### src/stmr_pkg.sv
// Package: register map, field layout and modes of the standard timer unit
package stmr_pkg;
  localparam int CNT_W = 10;
  localparam logic [2:0] ADDR_CTRL_FIRST = 3'h0;
  localparam logic [2:0] ADDR_CTRL_SECOND = 3'h1;
  localparam logic [2:0] ADDR_CNT_LOW = 3'h2;
  localparam logic [2:0] ADDR_CNT_HIGH = 3'h3;
  localparam logic [2:0] ADDR_CMPA_LOW = 3'h4;
  localparam logic [2:0] ADDR_CMPA_HIGH = 3'h5;
  localparam logic [2:0] ADDR_PFS_LOW = 3'h6;
  localparam logic [2:0] ADDR_PFS_HIGH = 3'h7;
  localparam logic [7:0] REG_RESET = 8'h00;
  localparam logic [7:0] PFS_LOW_MASK = 8'h3f;
  localparam logic [CNT_W-1:0] CNT_ZERO = 10'h000;
  localparam logic [CNT_W-1:0] CNT_MAX = 10'h3ff;
  localparam logic [1:0] FUNC_ALT_B = 2'h2;
  localparam logic [1:0] FUNC_ALT_C = 2'h3;
  localparam logic [2:0] CLK_SYS_DIV4 = 3'h0;
  localparam logic [2:0] CLK_SYS = 3'h1;
  localparam logic [2:0] CLK_HIGH_DIV16 = 3'h2;
  localparam logic [2:0] CLK_HIGH_DIV64 = 3'h3;
  localparam logic [2:0] CLK_EXT_RISE = 3'h6;
  localparam logic [2:0] CLK_EXT_FALL = 3'h7;
  localparam logic [1:0] MODE_COMPARE = 2'h0;
  localparam logic [1:0] MODE_CAPTURE = 2'h1;
  localparam logic [1:0] MODE_PWM = 2'h2;
  localparam logic [1:0] MODE_TIMER = 2'h3;
  localparam logic [1:0] ACT_NONE = 2'h0;
  localparam logic [1:0] ACT_LOW = 2'h1;
  localparam logic [1:0] ACT_HIGH = 2'h2;
  localparam logic [1:0] ACT_TOGGLE = 2'h3;
  localparam logic [1:0] CAP_RISE = 2'h0;
  localparam logic [1:0] CAP_FALL = 2'h1;
  localparam logic [1:0] CAP_BOTH = 2'h2;
  localparam logic [1:0] PWM_FORCE_INACT = 2'h0;
  localparam logic [1:0] PWM_FORCE_ACT = 2'h1;
  localparam logic [1:0] PWM_RUN = 2'h2;
  localparam logic [1:0] PWM_SINGLE = 2'h3;
  localparam int DIV16_W = 4;
  localparam int DIV64_W = 6;
  typedef struct packed {
    logic pause;
    logic [2:0] clockSelect;
    logic timerOn;
    logic [2:0] comparePValue;
  } stmr_ctrl_first_type;
  typedef struct packed {
    logic [1:0] opMode;
    logic [1:0] pinActionSelect;
    logic outInitial;
    logic outPolarity;
    logic dutyPeriodSwap;
    logic clearOnA;
  } stmr_ctrl_second_type;
  typedef struct packed {
    logic timerOutEn;
    logic timerOutInvEn;
    logic [5:0] lcdSegmentEn;
  } stmr_pin_route_type;
  typedef enum logic [2:0] {
    SP_IDLE = 3'b001,
    SP_ARMED = 3'b010,
    SP_PULSE = 3'b100
  } stmr_single_state_type;
endpackage

### src/stmr_edge_sync.sv
// Two-stage synchroniser plus a third stage for rising and falling edge pulses
`timescale 1ns/1ns
module stmr_edge_sync (
  input wire logic clock,
  input wire logic rst,
  input wire logic pinIn,
  output logic level,
  output logic rise,
  output logic fall
);
  logic stage1;
  logic stage2;
  logic stage3;

  always_ff @(posedge clock) begin
    if (rst) begin
      stage1 <= 1'b0;
      stage2 <= 1'b0;
      stage3 <= 1'b0;
    end else begin
      stage1 <= pinIn;
      stage2 <= stage1;
      stage3 <= stage2;
    end
  end

  always_comb begin
    level = stage2;
    rise = stage2 & ~stage3;
    fall = ~stage2 & stage3;
  end
endmodule

### src/stmr_timer_core.sv
// Standard timer unit: counter, comparators, output pins and pin routing
//
// Operation
// - Counter compared against comparators, match interrupts
// - Match may clear counter, change output
// - Separate interrupts for comparators A and P
// - Count clock chosen by select field
// - External pin counts rising or falling edge
// - Single pulse triggered by external clock pin
// - Capture edge rising, falling or both
// - Inverted output is complement of main
// - Compare match forces output high/low/toggle
// - Edge aligned PWM, duty or period adjustable
// - Compare A low write loads buffer only
// - High write updates, transfers buffer low
// - High read copies low into buffer
// - Low read returns holding buffer
// - PA4 field code 11 gives timer out
// - PA5 field: 10 inverted out, 11 LCD
// - PA1 field: 11 LCD, else shared IO
// - PA0/2/6/7 fields: 11 LCD segment
// - First select register upper bits read zero
// - Ten bit up counter
// - Counter clears on overflow, match, switch-on
`timescale 1ns/1ns
module stmr_timer_core
  import stmr_pkg::*;
(
  input wire logic clock,
  input wire logic rst,
  input wire logic [2:0] regAddr,
  input wire logic [7:0] regWriteData,
  input wire logic regWrite,
  input wire logic regRead,
  output logic [7:0] regReadData,
  input wire logic extCountClockPin,
  input wire logic captureInPin,
  input wire logic subClockTick,
  output logic timerOutPin,
  output logic timerOutInvPin,
  output logic compareAIrq,
  output logic comparePIrq,
  output stmr_pin_route_type pinRoute,
  output logic pa1SharedIoSel
);
  stmr_ctrl_first_type ctrlFirst;
  stmr_ctrl_second_type ctrlSecond;
  logic [CNT_W-1:0] counter;
  logic [CNT_W-1:0] compareA;
  logic [7:0] holdBuffer;
  logic [7:0] pinSelLow;
  logic [7:0] pinSelHigh;
  logic [DIV64_W-1:0] prescale;
  logic timerOnDly;
  logic outState;
  logic extLevel;
  logic extRise;
  logic extFall;
  logic capLevel;
  logic capRise;
  logic capFall;
  logic countTick;
  logic matchA;
  logic matchP;
  logic overflow;
  logic switchOn;
  logic capEvent;
  logic spTrigger;
  stmr_single_state_type spState;
  logic [CNT_W-1:0] periodLimit;
  logic pwmLevel;
  logic next_outState;
  logic countAdvance;
  logic clearOnMatchA;
  logic clearOnMatchP;
  logic [CNT_W-1:0] next_counter;

  stmr_edge_sync extSync (
    .clock(clock),
    .rst(rst),
    .pinIn(extCountClockPin),
    .level(extLevel),
    .rise(extRise),
    .fall(extFall)
  );

  stmr_edge_sync capSync (
    .clock(clock),
    .rst(rst),
    .pinIn(captureInPin),
    .level(capLevel),
    .rise(capRise),
    .fall(capFall)
  );

  // Prescaler for internal clock ratios
  always_ff @(posedge clock) begin
    if (rst) begin
      prescale <= '0;
    end else begin
      prescale <= prescale + 1'b1;
    end
  end

  always_comb begin
    case (ctrlFirst.clockSelect)
      CLK_SYS_DIV4: countTick = (prescale[1:0] == 2'h3);
      CLK_SYS: countTick = 1'b1;
      CLK_HIGH_DIV16: countTick = (prescale[DIV16_W-1:0] == 4'hf);
      CLK_HIGH_DIV64: countTick = (prescale == 6'h3f);
      CLK_EXT_RISE: countTick = extRise;
      CLK_EXT_FALL: countTick = extFall;
      default: countTick = subClockTick;
    endcase
  end

  assign switchOn = ctrlFirst.timerOn & ~timerOnDly;
  assign overflow = (counter == CNT_MAX);
  // Last count of a comparator P period; zero means the full range
  assign periodLimit = (ctrlFirst.comparePValue == 3'h0) ? CNT_MAX
                       : {ctrlFirst.comparePValue - 3'h1, 7'h7f};
  assign countAdvance = ctrlFirst.timerOn & ~ctrlFirst.pause & countTick & ~switchOn & (spState != SP_ARMED);
  assign clearOnMatchA = ctrlSecond.clearOnA & (counter == compareA);
  assign clearOnMatchP = ~ctrlSecond.clearOnA & (ctrlFirst.comparePValue != 3'h0) & (counter == periodLimit);
  // Match A flags the tick on which the counter reaches compare A, match P the tick on which it leaves periodLimit while comparator P is nonzero
  assign matchA = countAdvance & (next_counter == compareA);
  assign matchP = countAdvance & (ctrlFirst.comparePValue != 3'h0) & (counter == periodLimit);
  assign capEvent = (ctrlSecond.pinActionSelect == CAP_RISE & capRise)
                  | (ctrlSecond.pinActionSelect == CAP_FALL & capFall)
                  | (ctrlSecond.pinActionSelect == CAP_BOTH & (capRise | capFall));
  assign spTrigger = (ctrlFirst.clockSelect == CLK_EXT_FALL) ? extFall : extRise;

  always_ff @(posedge clock) begin
    if (rst) begin
      timerOnDly <= 1'b0;
    end else begin
      timerOnDly <= ctrlFirst.timerOn;
    end
  end

  // Next count: switch-on clear, wrap on overflow or match, else step
  always_comb begin
    next_counter = counter;
    if (switchOn) begin
      next_counter = CNT_ZERO;
    end else if (countAdvance) begin
      if (overflow | clearOnMatchA | clearOnMatchP) begin
        next_counter = CNT_ZERO;
      end else begin
        next_counter = counter + 1'b1;
      end
    end
  end

  // Counter
  always_ff @(posedge clock) begin
    if (rst) begin
      counter <= CNT_ZERO;
    end else begin
      counter <= next_counter;
    end
  end

  // Interrupt pulses, one block for each comparator
  always_ff @(posedge clock) begin
    if (rst) begin
      compareAIrq <= 1'b0;
    end else begin
      compareAIrq <= matchA | (ctrlSecond.opMode == MODE_CAPTURE & ctrlFirst.timerOn & capEvent);
    end
  end

  always_ff @(posedge clock) begin
    if (rst) begin
      comparePIrq <= 1'b0;
    end else begin
      comparePIrq <= matchP;
    end
  end

  // Single pulse sequencer
  always_ff @(posedge clock) begin
    if (rst) begin
      spState <= SP_IDLE;
    end else begin
      case (spState)
        SP_IDLE: begin
          if (ctrlFirst.timerOn & ctrlSecond.opMode == MODE_PWM & ctrlSecond.pinActionSelect == PWM_SINGLE) begin
            spState <= SP_ARMED;
          end
        end
        SP_ARMED: begin
          if (~ctrlFirst.timerOn) begin
            spState <= SP_IDLE;
          end else if (spTrigger) begin
            spState <= SP_PULSE;
          end
        end
        SP_PULSE: begin
          if (~ctrlFirst.timerOn | (matchA & ~ctrlFirst.pause)) begin
            spState <= SP_IDLE;
          end
        end
        default: spState <= SP_IDLE;
      endcase
    end
  end

  // PWM: active from period start until compare A, swapped when requested
  assign pwmLevel = ctrlSecond.dutyPeriodSwap ? (counter < {ctrlFirst.comparePValue, 7'h00})
                                              : (counter < compareA);

  always_comb begin
    next_outState = outState;
    if (switchOn) begin
      next_outState = ctrlSecond.outInitial;
    end else if (ctrlFirst.timerOn) begin
      case (ctrlSecond.opMode)
        MODE_COMPARE: begin
          if (matchA) begin
            case (ctrlSecond.pinActionSelect)
              ACT_LOW: next_outState = 1'b0;
              ACT_HIGH: next_outState = 1'b1;
              ACT_TOGGLE: next_outState = ~outState;
              default: next_outState = outState;
            endcase
          end
        end
        MODE_PWM: begin
          case (ctrlSecond.pinActionSelect)
            PWM_FORCE_INACT: next_outState = 1'b0;
            PWM_FORCE_ACT: next_outState = 1'b1;
            PWM_RUN: next_outState = pwmLevel;
            default: next_outState = (spState == SP_PULSE);
          endcase
        end
        default: next_outState = outState;
      endcase
    end
  end

  always_ff @(posedge clock) begin
    if (rst) begin
      outState <= 1'b0;
    end else begin
      outState <= next_outState;
    end
  end

  always_ff @(posedge clock) begin
    if (rst) begin
      timerOutPin <= 1'b0;
      timerOutInvPin <= 1'b1;
    end else begin
      timerOutPin <= next_outState ^ ctrlSecond.outPolarity;
      timerOutInvPin <= ~(next_outState ^ ctrlSecond.outPolarity);
    end
  end

  // Register writes
  always_ff @(posedge clock) begin
    if (rst) begin
      ctrlFirst <= REG_RESET;
      ctrlSecond <= REG_RESET;
      pinSelLow <= REG_RESET;
      pinSelHigh <= REG_RESET;
    end else if (regWrite) begin
      case (regAddr)
        ADDR_CTRL_FIRST: ctrlFirst <= regWriteData;
        ADDR_CTRL_SECOND: ctrlSecond <= regWriteData;
        ADDR_PFS_LOW: pinSelLow <= regWriteData & PFS_LOW_MASK;
        ADDR_PFS_HIGH: pinSelHigh <= regWriteData;
        default: pinSelHigh <= pinSelHigh;
      endcase
    end
  end

  // Compare A takes both bytes on the high byte write
  always_ff @(posedge clock) begin
    if (rst) begin
      compareA <= CNT_ZERO;
    end else if (regWrite & regAddr == ADDR_CMPA_HIGH) begin
      compareA <= {regWriteData[1:0], holdBuffer};
    end
  end

  // Holding buffer, only touched by low write or high read
  always_ff @(posedge clock) begin
    if (rst) begin
      holdBuffer <= REG_RESET;
    end else if (regWrite & regAddr == ADDR_CMPA_LOW) begin
      holdBuffer <= regWriteData;
    end else if (regRead & regAddr == ADDR_CNT_HIGH) begin
      holdBuffer <= counter[7:0];
    end else if (regRead & regAddr == ADDR_CMPA_HIGH) begin
      holdBuffer <= compareA[7:0];
    end else begin
      holdBuffer <= holdBuffer;
    end
  end

  // Read data, one cycle after the strobe
  always_ff @(posedge clock) begin
    if (rst) begin
      regReadData <= REG_RESET;
    end else if (regRead) begin
      case (regAddr)
        ADDR_CTRL_FIRST: regReadData <= ctrlFirst;
        ADDR_CTRL_SECOND: regReadData <= ctrlSecond;
        ADDR_CNT_LOW: regReadData <= holdBuffer;
        ADDR_CNT_HIGH: regReadData <= {6'h00, counter[CNT_W-1:8]};
        ADDR_CMPA_LOW: regReadData <= holdBuffer;
        ADDR_CMPA_HIGH: regReadData <= {6'h00, compareA[CNT_W-1:8]};
        ADDR_PFS_LOW: regReadData <= pinSelLow & PFS_LOW_MASK;
        default: regReadData <= pinSelHigh;
      endcase
    end else begin
      regReadData <= REG_RESET;
    end
  end

  // Pin function routing
  always_ff @(posedge clock) begin
    if (rst) begin
      pinRoute <= '0;
    end else begin
      pinRoute.timerOutEn <= (pinSelHigh[1:0] == FUNC_ALT_C);
      pinRoute.timerOutInvEn <= (pinSelHigh[3:2] == FUNC_ALT_B);
      pinRoute.lcdSegmentEn[0] <= (pinSelLow[1:0] == FUNC_ALT_C);
      pinRoute.lcdSegmentEn[1] <= (pinSelLow[3:2] == FUNC_ALT_C);
      pinRoute.lcdSegmentEn[2] <= (pinSelLow[5:4] == FUNC_ALT_C);
      pinRoute.lcdSegmentEn[3] <= (pinSelHigh[3:2] == FUNC_ALT_C);
      pinRoute.lcdSegmentEn[4] <= (pinSelHigh[5:4] == FUNC_ALT_C);
      pinRoute.lcdSegmentEn[5] <= (pinSelHigh[7:6] == FUNC_ALT_C);
    end
  end

  // Shared input path of the count clock pin stays open unless segment mode
  always_ff @(posedge clock) begin
    if (rst) begin
      pa1SharedIoSel <= 1'b1;
    end else begin
      pa1SharedIoSel <= (pinSelLow[3:2] != FUNC_ALT_C);
    end
  end

  logic unusedLevels;
  assign unusedLevels = extLevel ^ capLevel;
endmodule

### config.mk
export PLATFORM = sky130hd
export DESIGN_NAME = stmr_timer_core
export DESIGN_NICKNAME = d
export VERILOG_FILES = /design/src/stmr_pkg.sv /design/src/stmr_edge_sync.sv /design/src/stmr_timer_core.sv
export SDC_FILE = /design/constraint.sdc
export NUM_CORES = 1
export LEC_CHECK = 0
export ABC_AREA = 1
export ABC_CLOCK_PERIOD_IN_PS = 2600
export BUFFER_PORTS_ARGS = -buffer_cell sky130_fd_sc_hd__buf_4
export CAP_MARGIN = 20
export CORE_UTILIZATION = 45
export DETAILED_ROUTE_END_ITERATION = 8
export PLACE_DENSITY_LB_ADDON = 0.1
export SYNTH_ARGS = -nofsm -noshare
export SYNTH_HDL_FRONTEND = slang
export SYNTH_SLANG_ARGS = --single-unit
### constraint.sdc
create_clock -name clock -period 2.6 [get_ports clock]
set_input_delay 0.52 -clock clock [delete_from_list [all_inputs] [get_ports clock]]
set_output_delay 0.52 -clock clock [all_outputs]
set_load 0.05 [all_outputs]
Word level (Yosys, flattened, before mapping)
Cells that the tools add are included.

cells by class
  mux-type cells = 22
  reductions and logical operators = 14
  add/subtract/negate cells = 3
  bitwise operators = 47
  eq/ne operators = 40
  order comparisons = 2

operators by type and width
  cell                     count
  $pmux W8 S6              1
  $mux W10                 4
  $eq A10 B10 Y1           3
  $and A1 B1 Y1            27
  $eq A2 B2 Y1 const B     12
  $mux W8                  3
  $eq A3 B3 Y1 const B     7
  $lt A10 B10 Y1           2
  $eq A3 B2 Y1 const B     5
  $mux W3                  4
  $not A1 Y1               12
  $add A10 B1 Y10 const B  1
  $eq A10 B10 Y1 const B   1
  $eq A3 B1 Y1 const B     3
  $logic_not A3 Y1         3
  $pmux W3 S3              1
  $reduce_and A2 Y1        4
  $or A1 B1 Y1             7
  $add A6 B1 Y6 const B    1
  $eq A6 B6 Y1 const B     1
  $ne A2 B2 Y1 const B     3
  $pmux W1 S3              2
  $pmux W1 S6              1
  $reduce_bool A3 Y1       2
  other kinds (11)         18

storage, ports and cells
  input port bits = 18
  word-level logic and storage cells = 162
  output and inout bits = 21
  register bits = 96

Depth between registers and ports, before layout
Gate-level depths: netlist of run 1.

  word-level depth = 16
  gate-level depth with buffers = 24
  mapped depth without buffers = 24

Hierarchy
Synthesis of run 1 repeated with hierarchy kept, for this count alone.

unflattened totals
  cells, all modules = 671
  area, all modules = 4709.5 um^2

by module, submodules not included
  module           seq. area each (um^2)  instances  cells each  area an instance (um^2)
  stmr_timer_core  1801.7                 1          647         4521.8
  stmr_edge_sync   60.1                   2          12          93.8

Worst setup path after synthesis of run 1
Ideal clock, no wire load.

  path type = register -> register
  start = reg counter[8]
  end = reg timerOutPin
  arrival time = 2170 ps
  path buffers = 0
  data required time = 2485 ps
  period minus slack after synthesis = 2285 ps
  stages on the path, launching flop included = 22
  setup slack = 315 ps
  setup time = 115 ps
  cell sequence = dfxtp_1 ha_1 nand2_1 nor2_1 nand3_1 o21ai_1 inv_1 nand2_2 nand2_4 nand2_4 nor2_1 nor2_1 nor2_1 nand2_1 nor2_2 nand3_2 nand2_1 nand3_1 nand2_1 nand2_2 a21oi_1 nor2_1

between the ends
  longest elaborated chain between the ends = 14
  elaborated cells between the ends (all ways) = 22
  classes of those cells = 1 x add/sub; 2 x order compare; 4 x eq/ne; 9 x mux; 6 x bitwise

RTL lines
  item                                                      line                    RTL
  start: declaration                                        stmr_timer_core.sv:48   logic [CNT_W-1:0] counter;
  start signal: assignment                                  stmr_timer_core.sv:160  counter <= next_counter;
  branches (longest 10 deep; another with $add A10 B1 Y10)  --
  $pmux W1 S2 (*)                                           stmr_timer_core.sv:218  case (ctrlSecond.opMode)
  $mux W1 (*)                                               stmr_timer_core.sv:217  end else if (ctrlFirst.timerOn) begin
  $mux W1 (*)                                               stmr_timer_core.sv:215  if (switchOn) begin
  $xor A1 B1 Y1 (*)                                         stmr_timer_core.sv:255  timerOutPin <= next_outState ^ ctrlSecond.outPolarity;
  end signal: assignment                                    stmr_timer_core.sv:255
  end: declaration                                          stmr_timer_core.sv:39   output logic timerOutPin,

Every way passes the cells marked *.
A chain may end at the register's enable or synchronous reset.

Worst setup path after layout of run 1
  start = reg ctrlFirst[0] (netlist name)
  end = reg timerOutPin

between the ends
  longest elaborated chain between the ends = 15
  elaborated cells between the ends (all ways) = 21
  classes of those cells = 1 x add/sub; 1 x order compare; 2 x eq/ne; 10 x mux; 5 x bitwise; 2 x reduce/logical

RTL lines
  item                                                      line                                            RTL
  start: declaration                                        stmr_timer_core.sv:46                           stmr_ctrl_first_type ctrlFirst;
  start signal: assignment                                  stmr_timer_core.sv:269                          ADDR_CTRL_FIRST: ctrlFirst <= regWriteData;
  $sub A3 B1 Y3 / $logic_not A3 Y1 (equally long branches)  stmr_timer_core.sv:121, stmr_timer_core.sv:120
  $mux W10                                                  stmr_timer_core.sv:120                          assign periodLimit = (ctrlFirst.comparePValue == 3'h0) ? CNT_MAX
  $eq A10 B10 Y1                                            stmr_timer_core.sv:124                          assign clearOnMatchP = ~ctrlSecond.clearOnA & (ctrlFirst.comparePValue != 3'h0) & (counter == periodLimit);
  $and A1 B1 Y1                                             stmr_timer_core.sv:124
  $or A1 B1 Y1                                              stmr_timer_core.sv:147                          if (overflow | clearOnMatchA | clearOnMatchP) begin
  $mux W10                                                  stmr_timer_core.sv:147
  $mux W10                                                  stmr_timer_core.sv:146                          end else if (countAdvance) begin
  $mux W10                                                  stmr_timer_core.sv:144                          if (switchOn) begin
  $eq A10 B10 Y1                                            stmr_timer_core.sv:126                          assign matchA = countAdvance & (next_counter == compareA);
  $and A1 B1 Y1                                             stmr_timer_core.sv:126
  $mux W1                                                   stmr_timer_core.sv:220                          if (matchA) begin
  $pmux W1 S2 (*)                                           stmr_timer_core.sv:218
  $mux W1 (*)                                               stmr_timer_core.sv:217
  $mux W1 (*)                                               stmr_timer_core.sv:215
  $xor A1 B1 Y1 (*)                                         stmr_timer_core.sv:255

Mark *: on every way between the ends. The rest lies on a longest branch, timed or not.

==> flow_summary.yaml, run 1 <==
yosys:
  synth_cell_types: 42
  yosys.area.top_type_share: 0.399
  synth_edf_count: 0
  synth_xor_area_frac: 0.00182
  synth.mux.area_fraction: 0
  synthFlopType: "dfxtp_1"
  ys_seq_area_frac: 0.399
  yosysTopAreaCell: "dfxtp_1"
  synth_nets: 714
  ys_seq_elements: 96
  yosys-top-cells-area: "dfxtp_1 40%, nand2_1 11%, inv_1 6.5%"
  async_reset_ff_frac: 0
  synth_area_um2: 4820
  synth_top_family_by_area: "simple AND/OR/NAND/NOR gates"
  synth_simple_gate_area_share: 0.281
  syn_inst: 678
  syn_avg_cell_area_um2: 7.11
  synth_fa_ha_area_frac: 0.0467
  yosysWarnings: 0
  synth-compound-area-share: 0.186
floorplanning:
  die_y_um: 106
  die_area_um2: 11100
  top_level_ports: 39
  core_area_um2: 10400
  row_count: 37
  start_util: 0.465
  dieWidth_um: 106
routing:
  viasPerCell: 5.48
  routed_wl_um: 15200
  drt_pass1_iterations: 5
  route.vias.total: 4988
  postRouteAntennaNets: 0
  drcViolationCount: 0
  drt_iter0_markers: 334
  wl_per_cell_um: 16.7
sta:
  fmax_ghz: 0.382
  finalCritPeriodShare: 1.01
  finalSetupViolations: 1
  maxSlewViolCount: 0
  period_needed_ns: 2.62
  fin_ws_ns: -0.0179
  skew_ns: 0.0182
  slew_headroom: 0.302
  worst_pin_slew_ns: 1.04
  hold_viol_final: 0
  rsz0062_at_grt: "true"
  tns_ns: -0.0179
critical_path:
  rr_startpoint: "ctrlFirst[0]$_SDFFE_PP0P_"
  cp-start-kind: "flip-flop"
  worst-path-max-fanout: 5
  worstPathRequired_ns: 2.91
  criticalPathCategory: "reg -> reg"
  cp-end-kind: "flip-flop"
  arrival_ns: 2.92
  crit_path_start: "ctrlFirst[0]$_SDFFE_PP0P_"
clocking:
  insertion_delay_ns: 0.38
  root_buffer: "clkbuf_8"
  cts_tree: "yes"
  clk_path_buf_depth: 2
  cts.sinks: 96
  cts.hold.buffers_added: 0
  h-tree-depth: 3
  cts.clk_slew.worst_paths_ns: 0.11
  numCtsBuffers: 9
place:
  post-place-ws_ns: -0.0974
  gp_congestion: 0.931
  placed_area_um2: 5480
  port_buffers: 38
  place_inst: 871
  hpwl_um: 10900
global_route:
  grt_max_degree: 55
  antenna_found_initial: 0
  grt_pass1_wl_um: 23200
  track_usage: 0.271
  grt_overflow: 0
  first_global_vias: 4588
hold_path:
  hold_class: "in -> reg"
  min_from: "captureInPin"
job:
  drv_cap: 0
power_and_ir_drop:
  leakage_nw: 2.64
  ir_worst_vdd_mv: 0.309
  pwr_density_cell_nw_per_um2: 478
finish:
  fin_cells: 911
  drive_above_1_share: 0.317
  syn_to_final_growth_pct: 33.1
  stdcell_area_um2: 6420
  fin_nets: 806
  num_antenna_cells: 0
run_status:
  violations: "setup timing"
  outcome: "finished with violations"
[critical path, stage by stage, from the launching register on]
cell	delay, ns
dfxtp_2	0.37
inv_4	0.05
ha_4	0.27
nand3_1	0.12
nand3_2	0.13
nor2_4	0.05
nand3_4	0.11
nand2_8	0.08
a21oi_4	0.22
nand3_2	0.12
nand2_1	0.09
nand3_2	0.10
nor2_4	0.14
nand3_2	0.10
nand2_2	0.08
nand3_2	0.06
nand2_1	0.08
nand2_2	0.09
nand3_2	0.08
nand2_1	0.05
nor2_1	0.13
[layout by cell type (no fill, tap or decap), types with 2 or more instances in the layout]
cell type and n:
nand3_2 15, nor2_4 7, nand3_1 19, a21oi_1 53, dfxtp_2 18, o21ai_0 59
ha_1 4, a31oi_1 11, clkinvlp_4 4, a221oi_1 6, nand3_4 2, inv_2 15
nor2_2 11, nand4_1 10, dfxtp_4 6, inv_1 68, bufinv_16 2, o21ai_2 3
inv_4 3, o211ai_1 9, dfxtp_1 72, nor3_1 16, o22ai_1 6, nor2_1 60
nand2_2 18, a21oi_2 2, nand2_8 3, clkbuf_8 9, buf_4 96, nand2_1 123
ha_4 14, nand2_4 6
[state kept, by name (all words and copies together) (netlist names), 3 cells and up]
name,cells
ctrlFirst,8
pinRoute,8
ctrlSecond,8
prescale,6
spState,3
holdBuffer,8
compareA,10
regReadData,8
counter,10
pinSelHigh,8
pinSelLow,6
[cell families after synthesis]
family / Yosys count
simple gates: 297
compound gates: 159
buf+inv: 107
flops: 96
fa+ha+maj: 18
xor+xnor: 1
[report_power, final]
| group | total [mW] | switching (mW) | leakage (nW) | internal (mW) |
|---|---|---|---|---|
| clock | 1.14 | 0.592 | 0.104 | 0.551 |
| sequential | 1.55 | 0.0346 | 0.793 | 1.51 |
| combinational | 0.376 | 0.242 | 1.74 | 0.135 |
[synth_stat cells (3+ instances only)]
master    count
a31oi_1      11
nand2_1     140
clkbuf_1     15
buf_2         3
dfxtp_1      96
inv_1        83
nand3_1      27
nand2_2       7
o22ai_1       6
nor2_2        7
nand4_1      10
o21ai_0      59
a21oi_1      55
nor2_1       71
inv_2         4
ha_1         18
nand3_2       9
o211ai_1      9
a221oi_1      6
nor3_1       17
o21ai_1       3
[repair_timing]
action | CTS | global route
buffers inserted | 3 | 19
cloned | 1 | 1
setup endpoints to repair | 5 | 6
gates resized for setup | 12 | 118
pin swaps | 5 | 41
[worst paths after layout]
kind,end,slack [ns],cells after the start
hold reg to reg,extSync.level$_SDFF_PP0_,0.41,2
hold / removal,capSync.stage1$_SDFF_PP0_,0.34,3
setup reg to reg,timerOutPin$_SDFF_PP0_,-0.02,20
setup / recovery,timerOutPin$_SDFF_PP0_,-0.02,20
[final cells by class]
type | instances | area (µm²)
fillers | 934 | 3950
multi-input cells | 476 | 2930
flip-flops and latches | 96 | 1970
repair buffers | 99 | 777
inverters | 88 | 342
well taps | 136 | 170
clock buffers | 9 | 124
clock inverters | 7 | 108
[routing by layer]
| layer | vias to the layer above | share of wire | global-route usage |
|---|---|---|---|
| met5 | - | 0 | 0 |
| met4 | 0 | 0.035 | 0.114 |
| met3 | 44 | 0.073 | 0.0513 |
| met2 | 182 | 0.46 | 0.435 |
| met1 | 2318 | 0.43 | 0.357 |
| li1 | 2444 | - | - |
[stage by stage]
stage	total power [mW]	util	hold slack, ns
2_1_floorplan	1.78	-	0.388
3_3_place_gp	1.90	0.528	0.390
3_5_place_dp	1.91	0.528	0.400
4_1_cts	3.03	0.559	0.336
5_1_grt	3.19	0.619	0.365
6_report	3.07	0.619	0.343
No activity file was read; power rests on OpenSTA's default activity.
==> run 2, diff against run 1 <==
CORE_UTILIZATION = 55   (was 45)
==> run 2 against run 1 <==
Effect of this change:
- the run still ends with setup timing left
- hold slack about the same
- global-route usage up 7.1 points
- combinational power up 1%
- critical endpoint is now timerOutInvPin$_SDFF_PP1_
- core utilization up 17 points
- largest power group unchanged
==> flow_summary.yaml, run 2 (synthesis gave the netlist of run 1 again) <==
routing:
  drt_pass1_iterations: 5
  postRouteAntennaNets: 0
  route.vias.total: 5303
  drt_iter0_markers: 414
  viasPerCell: 5.81
  drcViolationCount: 0
  wl_per_cell_um: 17.9
  routed_wl_um: 16400
global_route:
  grt_max_degree: 53
  track_usage: 0.342
  grt_pass1_wl_um: 23300
  antenna_found_initial: 0
  first_global_vias: 4690
  grt_overflow: 0
clocking:
  cts.clk_slew.worst_paths_ns: 0.10
  numCtsBuffers: 9
  cts.hold.buffers_added: 0
  insertion_delay_ns: 0.38
  h-tree-depth: 3
  clk_path_buf_depth: 2
  cts_tree: "yes"
  root_buffer: "clkbuf_8"
  cts.sinks: 96
floorplanning:
  die_y_um: 95.6
  dieWidth_um: 95.6
  row_count: 33
  start_util: 0.578
  top_level_ports: 39
  core_area_um2: 8340
  die_area_um2: 9140
critical_path:
  criticalPathCategory: "reg -> reg"
  arrival_ns: 2.97
  cp-start-kind: "flip-flop"
  cp-end-kind: "flip-flop"
  worstPathRequired_ns: 2.83
  worst-path-max-fanout: 5
place:
  placed_area_um2: 5570
  post-place-ws_ns: -0.171
  hpwl_um: 10700
  port_buffers: 38
  gp_congestion: 0.923
finish:
  final_cell_mix: "127 x nand2_1, 124 x buf_4, 78 x inv_1"
  final_common_cell: "nand2_1"
  syn_to_final_growth_pct: 36.5
  num_antenna_cells: 0
  stdcell_area_um2: 6580
  drive_above_1_share: 0.317
  top_regs: "compareA: 10 flops, counter: 10 flops"
  fin_nets: 839
sta:
  hold_viol_final: 0
  maxSlewViolCount: 0
  rsz0062_at_grt: "true"
  slew_headroom: 0.342
  period_needed_ns: 2.74
  finalSetupViolations: 5
  finalCritPeriodShare: 1.05
  fin_ws_ns: -0.140
  worst_pin_slew_ns: 0.983
  skew_ns: 0.0165
  fmax_ghz: 0.365
run_status:
  violations: "setup timing"
  outcome: "finished with violations"
power_and_ir_drop:
  ir_worst_vdd_mv: 0.366
  pwr_density_cell_nw_per_um2: 469
  leakage_nw: 2.82
hold_path:
  hold_class: "in -> reg"
job:
  drv_cap: 0
==> run 2: cell types whose count changed in the layout (fill, tap and decap cells not counted), moves of 4 or more <==
| cell | previous run | this run |
|---|---|---|
| nor2_1 | 60 | 64 |
| clkinvlp_4 | 4 | 0 |
| buf_6 | 1 | 5 |
| inv_1 | 68 | 78 |
| ha_4 | 14 | 10 |
| dfxtp_1 | 72 | 76 |
| buf_4 | 96 | 124 |
| inv_2 | 15 | 5 |
| nand2_1 | 123 | 127 |
| nor2_2 | 11 | 6 |
==> run 2: final cells by class <==
type                       count  area (µm²)
multi-input combinational    477        2890
sequential                    96        1960
fill                         614        1760
timing repair buffer         131        1020
inverter                      88         340
clock buffer                  11         151
tap                          105         131
clock inverter                 5        86.3
==> run 2: metal layers <==
layer | track usage | vias up | routed length [µm]
met4 | 0.143 | 0 | 720
met5 | 0 | - | 0
li1 | - | 2506 | -
met2 | 0.563 | 281 | 7660
met1 | 0.437 | 2449 | 6660
met3 | 0.0638 | 67 | 1340
==> run 2: power breakdown <==
group / internal (mW) / switching [mW]
Combinational: 0.139 / 0.242
Clock: 0.602 / 0.556
Sequential: 1.52 / 0.0340
==> run 2: worst paths after layout <==
check	endpoint	depth (start not counted)	start	slack, ns
worst max register to register	timerOutInvPin$_SDFF_PP1_	22	counter[6]$_SDFF_PP0_	-0.14
worst min register to register	capSync.level$_SDFF_PP0_	2	capSync.stage1$_SDFF_PP0_	0.41
worst min-delay path	extSync.stage1$_SDFF_PP0_	3	extCountClockPin	0.34
worst max-delay path	timerOutInvPin$_SDFF_PP1_	22	counter[6]$_SDFF_PP0_	-0.14
==> run 2: worst max-delay path: stages, from the launching register on <==
cell and delay [ns]:
dfxtp_1 0.39, buf_4 0.20, nand3_4 0.09, nor2_4 0.16
nand3_2 0.12, nor2_4 0.13, nand3_4 0.13, nand2_8 0.12
nand2_8 0.09, nand2_8 0.10, nor2_4 0.04, nand2_1 0.07
nand2_1 0.06, nor2_1 0.14, nand2_1 0.08, nor2_1 0.12
nand3_1 0.12, nand3_1 0.11, nand2_1 0.06, nand2_2 0.10
nand2_1 0.06, nand2_1 0.05, nand3_1 0.06
==> run 2: per-stage QoR <==
step | cells | setup TNS [ns] | hold WS, ns | total power [mW] | util
6_report | 913 | -0.458 | 0.343 | 3.09 | 0.789
5_1_grt | 913 | -1.15 | 0.362 | 3.19 | 0.789
4_1_cts | 901 | -0.0142 | 0.336 | 3.06 | 0.746
3_5_place_dp | 857 | -0.741 | 0.395 | 1.91 | 0.668
3_3_place_gp | 857 | -0.357 | 0.390 | 1.90 | 0.668
2_1_floorplan | 678 | 0 | 0.388 | 1.78 | -
==> run 2: timing repair <==
action                                  4_1_cts  5_1_grt
pin swaps                                    20       36
setup buffers                                27       13
gates resized for setup                      47       65
cloned                                        2        0
endpoints found under the setup margin        6        7
==> run 3, diff against run 2 <==
GPL_ROUTABILITY_DRIVEN = 0   (was default)
RECOVER_POWER = 100   (was default)
==> run 3 against run 2 <==
Effect of this change:
- the flow still finishes with violations (setup timing)
- sequential power about the same
- register-to-register slack better by 0.03 ns
- final area down 2.8%
- critical path depth unchanged
- power down 5.0%
- first-iteration DRC count down 0.24%
- clock skew down 0.0083 ns
- wire length down 8.7%
- clock-buffer cell count down 1
- critical endpoint unchanged
==> flow_summary.yaml, run 3 (synthesis gave the netlist of run 1 again) <==
floorplanning:
  row_count: 33
  core_area_um2: 8340
  die_area_um2: 9140
  dieWidth_um: 95.6
  die_y_um: 95.6
  top_level_ports: 39
  start_util: 0.578
sta:
  skew_ns: 0.00828
  period_needed_ns: 2.71
  worst_pin_slew_ns: 0.962
  finalCritPeriodShare: 1.04
  hold_viol_final: 0
  fin_ws_ns: -0.114
  holdWs_ns: 0.332
  rsz0062_at_grt: "true"
  fmax_ghz: 0.368
  slew_headroom: 0.352
  maxSlewViolCount: 0
  finalSetupViolations: 5
clocking:
  cts.hold.buffers_added: 0
  cts_tree: "yes"
  h-tree-depth: 3
  clk_path_buf_depth: 2
  root_buffer: "clkbuf_8"
  numCtsBuffers: 9
  insertion_delay_ns: 0.38
  cts.clk_slew.worst_paths_ns: 0.11
  cts.sinks: 96
power_and_ir_drop:
  ir_worst_vdd_mv: 0.326
  pwr_density_cell_nw_per_um2: 458
  leakage_nw: 2.65
  finalPower_mw: 2.93
finish:
  drive_above_1_share: 0.306
  syn_to_final_growth_pct: 32.7
  top_regs: "compareA: 10 flops, counter: 10 flops"
  final_common_cell: "nand2_1"
  num_antenna_cells: 0
  final_cell_mix: "126 x nand2_1, 103 x buf_4, 75 x inv_1, 75 x dfxtp_1, 61 x nor2_1"
  fin_cells: 889
  final_core_util: 0.767
  fin_nets: 815
run_status:
  violations: "setup timing"
  outcome: "finished with violations"
critical_path:
  rr_endpoint: "timerOutInvPin$_SDFF_PP1_"
  cp-start-kind: "flip-flop"
  cp-end-kind: "flip-flop"
  arrival_ns: 2.98
  criticalPathCategory: "reg -> reg"
  ff2ff_setup_slack_ns: -0.11
  rr_startpoint: "compareA[2]$_SDFFE_PP0P_"
  worst-path-max-fanout: 4
  worstPathRequired_ns: 2.87
  path_cells: "inv_1 -> ha_4 -> nand2_1 -> nor2_2 -> nand3_2 -> o21ai_1 -> inv_1 -> buf_4 -> nand3_1 -> nand2_1 -> nand4_1 -> nand2_1 -> nor2_1 -> nand2_1 -> nor2_2 -> nand3_2 -> nand3_2 -> nand2_2 -> nand2_4 -> nand2_1 -> nand2_1 -> nand3_1"
  r2r_cells: 22
  critPathMaxStageDelay_ns: 0.36
  cp_slowest_cell: "dfxtp_2"
  crit_top_cell: "nand2_1"
place:
  port_buffers: 38
  place_inst: 845
  hpwl_um: 10000
global_route:
  track_usage: 0.322
  grt_pass1_wl_um: 22200
  grt_overflow: 0
  grt_max_degree: 46
  antenna_found_initial: 0
  first_global_vias: 4614
routing:
  route.vias.total: 5100
  drt_pass1_iterations: 6
  viasPerCell: 5.74
  drcViolationCount: 0
  drt_iter0_markers: 413
  postRouteAntennaNets: 0
  wl_per_cell_um: 16.8
  routed_wl_um: 15000
hold_path:
  hold_end: "extSync.stage1$_SDFF_PP0_"
  hold_depth: 3
  hold_class: "in -> reg"
  min_from: "extCountClockPin"
job:
  drv_cap: 0
-- run 3: worst max-delay path, delay by kind of cell, from the launching register on --
| family | cells | cell delay [ns] |
|---|---|---|
| fa+ha+maj | 1 | 0.26 |
| buf+inv | 3 | 0.31 |
| simple gates | 17 | 1.61 |
| flops | 1 | 0.36 |
| compound gates | 1 | 0.07 |
-- run 3: metal layers --
metal	global-route usage	share of wire	vias to the layer above
li1	-	-	2456
met1	0.418	0.42	2305
met2	0.513	0.45	276
met3	0.0694	0.088	63
met4	0.142	0.044	0
met5	0	0	-
-- run 3: per-stage QoR --
stage	setup slack, ns	area (µm²)	TNS, ns
floorplan	0.315	4820	0
global placement	-0.0479	5490	-0.176
detailed placement	-0.135	5490	-0.448
CTS	0.000177	5940	0
global route	-0.257	6400	-1.17
finish	-0.114	6400	-0.389
-- run 3: final cells by class --
cell class | count | area, µm²
fillers | 589 | 1940
flip-flops and latches | 96 | 1960
repair buffers | 109 | 851
well taps | 105 | 131
clock buffers | 10 | 138
multi-input cells | 475 | 2910
clock inverters | 6 | 58.8
inverters | 88 | 344
-- run 3: timing repair --
item	4_1_cts	5_1_grt
buffers inserted	14	14
gates cloned	0	0
endpoints found under the setup margin	6	7
gates resized for setup	39	82
pin swaps	17	40
-- run 3: power breakdown --
| part | switching, mW | internal (mW) | leakage [nW] |
|---|---|---|---|
| combinational | 0.248 | 0.137 | 1.76 |
| sequential | 0.0333 | 1.51 | 0.791 |
| clock | 0.600 | 0.400 | 0.0988 |
| total | 0.882 | 2.05 | 2.65 |
-- run 3: worst max-delay path by stage --
stage,start,end,slack [ns],depth (start not counted)
6_report,compareA[2]$_SDFFE_PP0P_,timerOutInvPin$_SDFF_PP1_,-0.11,22
3_3_place_gp,counter[3]$_SDFF_PP0_,spState[1]$_SDFFE_PP0P_,-0.05,17
3_5_place_dp,counter[3]$_SDFF_PP0_,spState[0]$_SDFFE_PP1P_,-0.14,18
5_1_grt,compareA[2]$_SDFFE_PP0P_,timerOutPin$_SDFF_PP0_,-0.26,23
4_1_cts,compareA[3]$_SDFFE_PP0P_,spState[0]$_SDFFE_PP1P_,0.0002,21
2_1_floorplan,counter[8]$_SDFF_PP0_,timerOutPin$_SDFF_PP0_,0.32,21
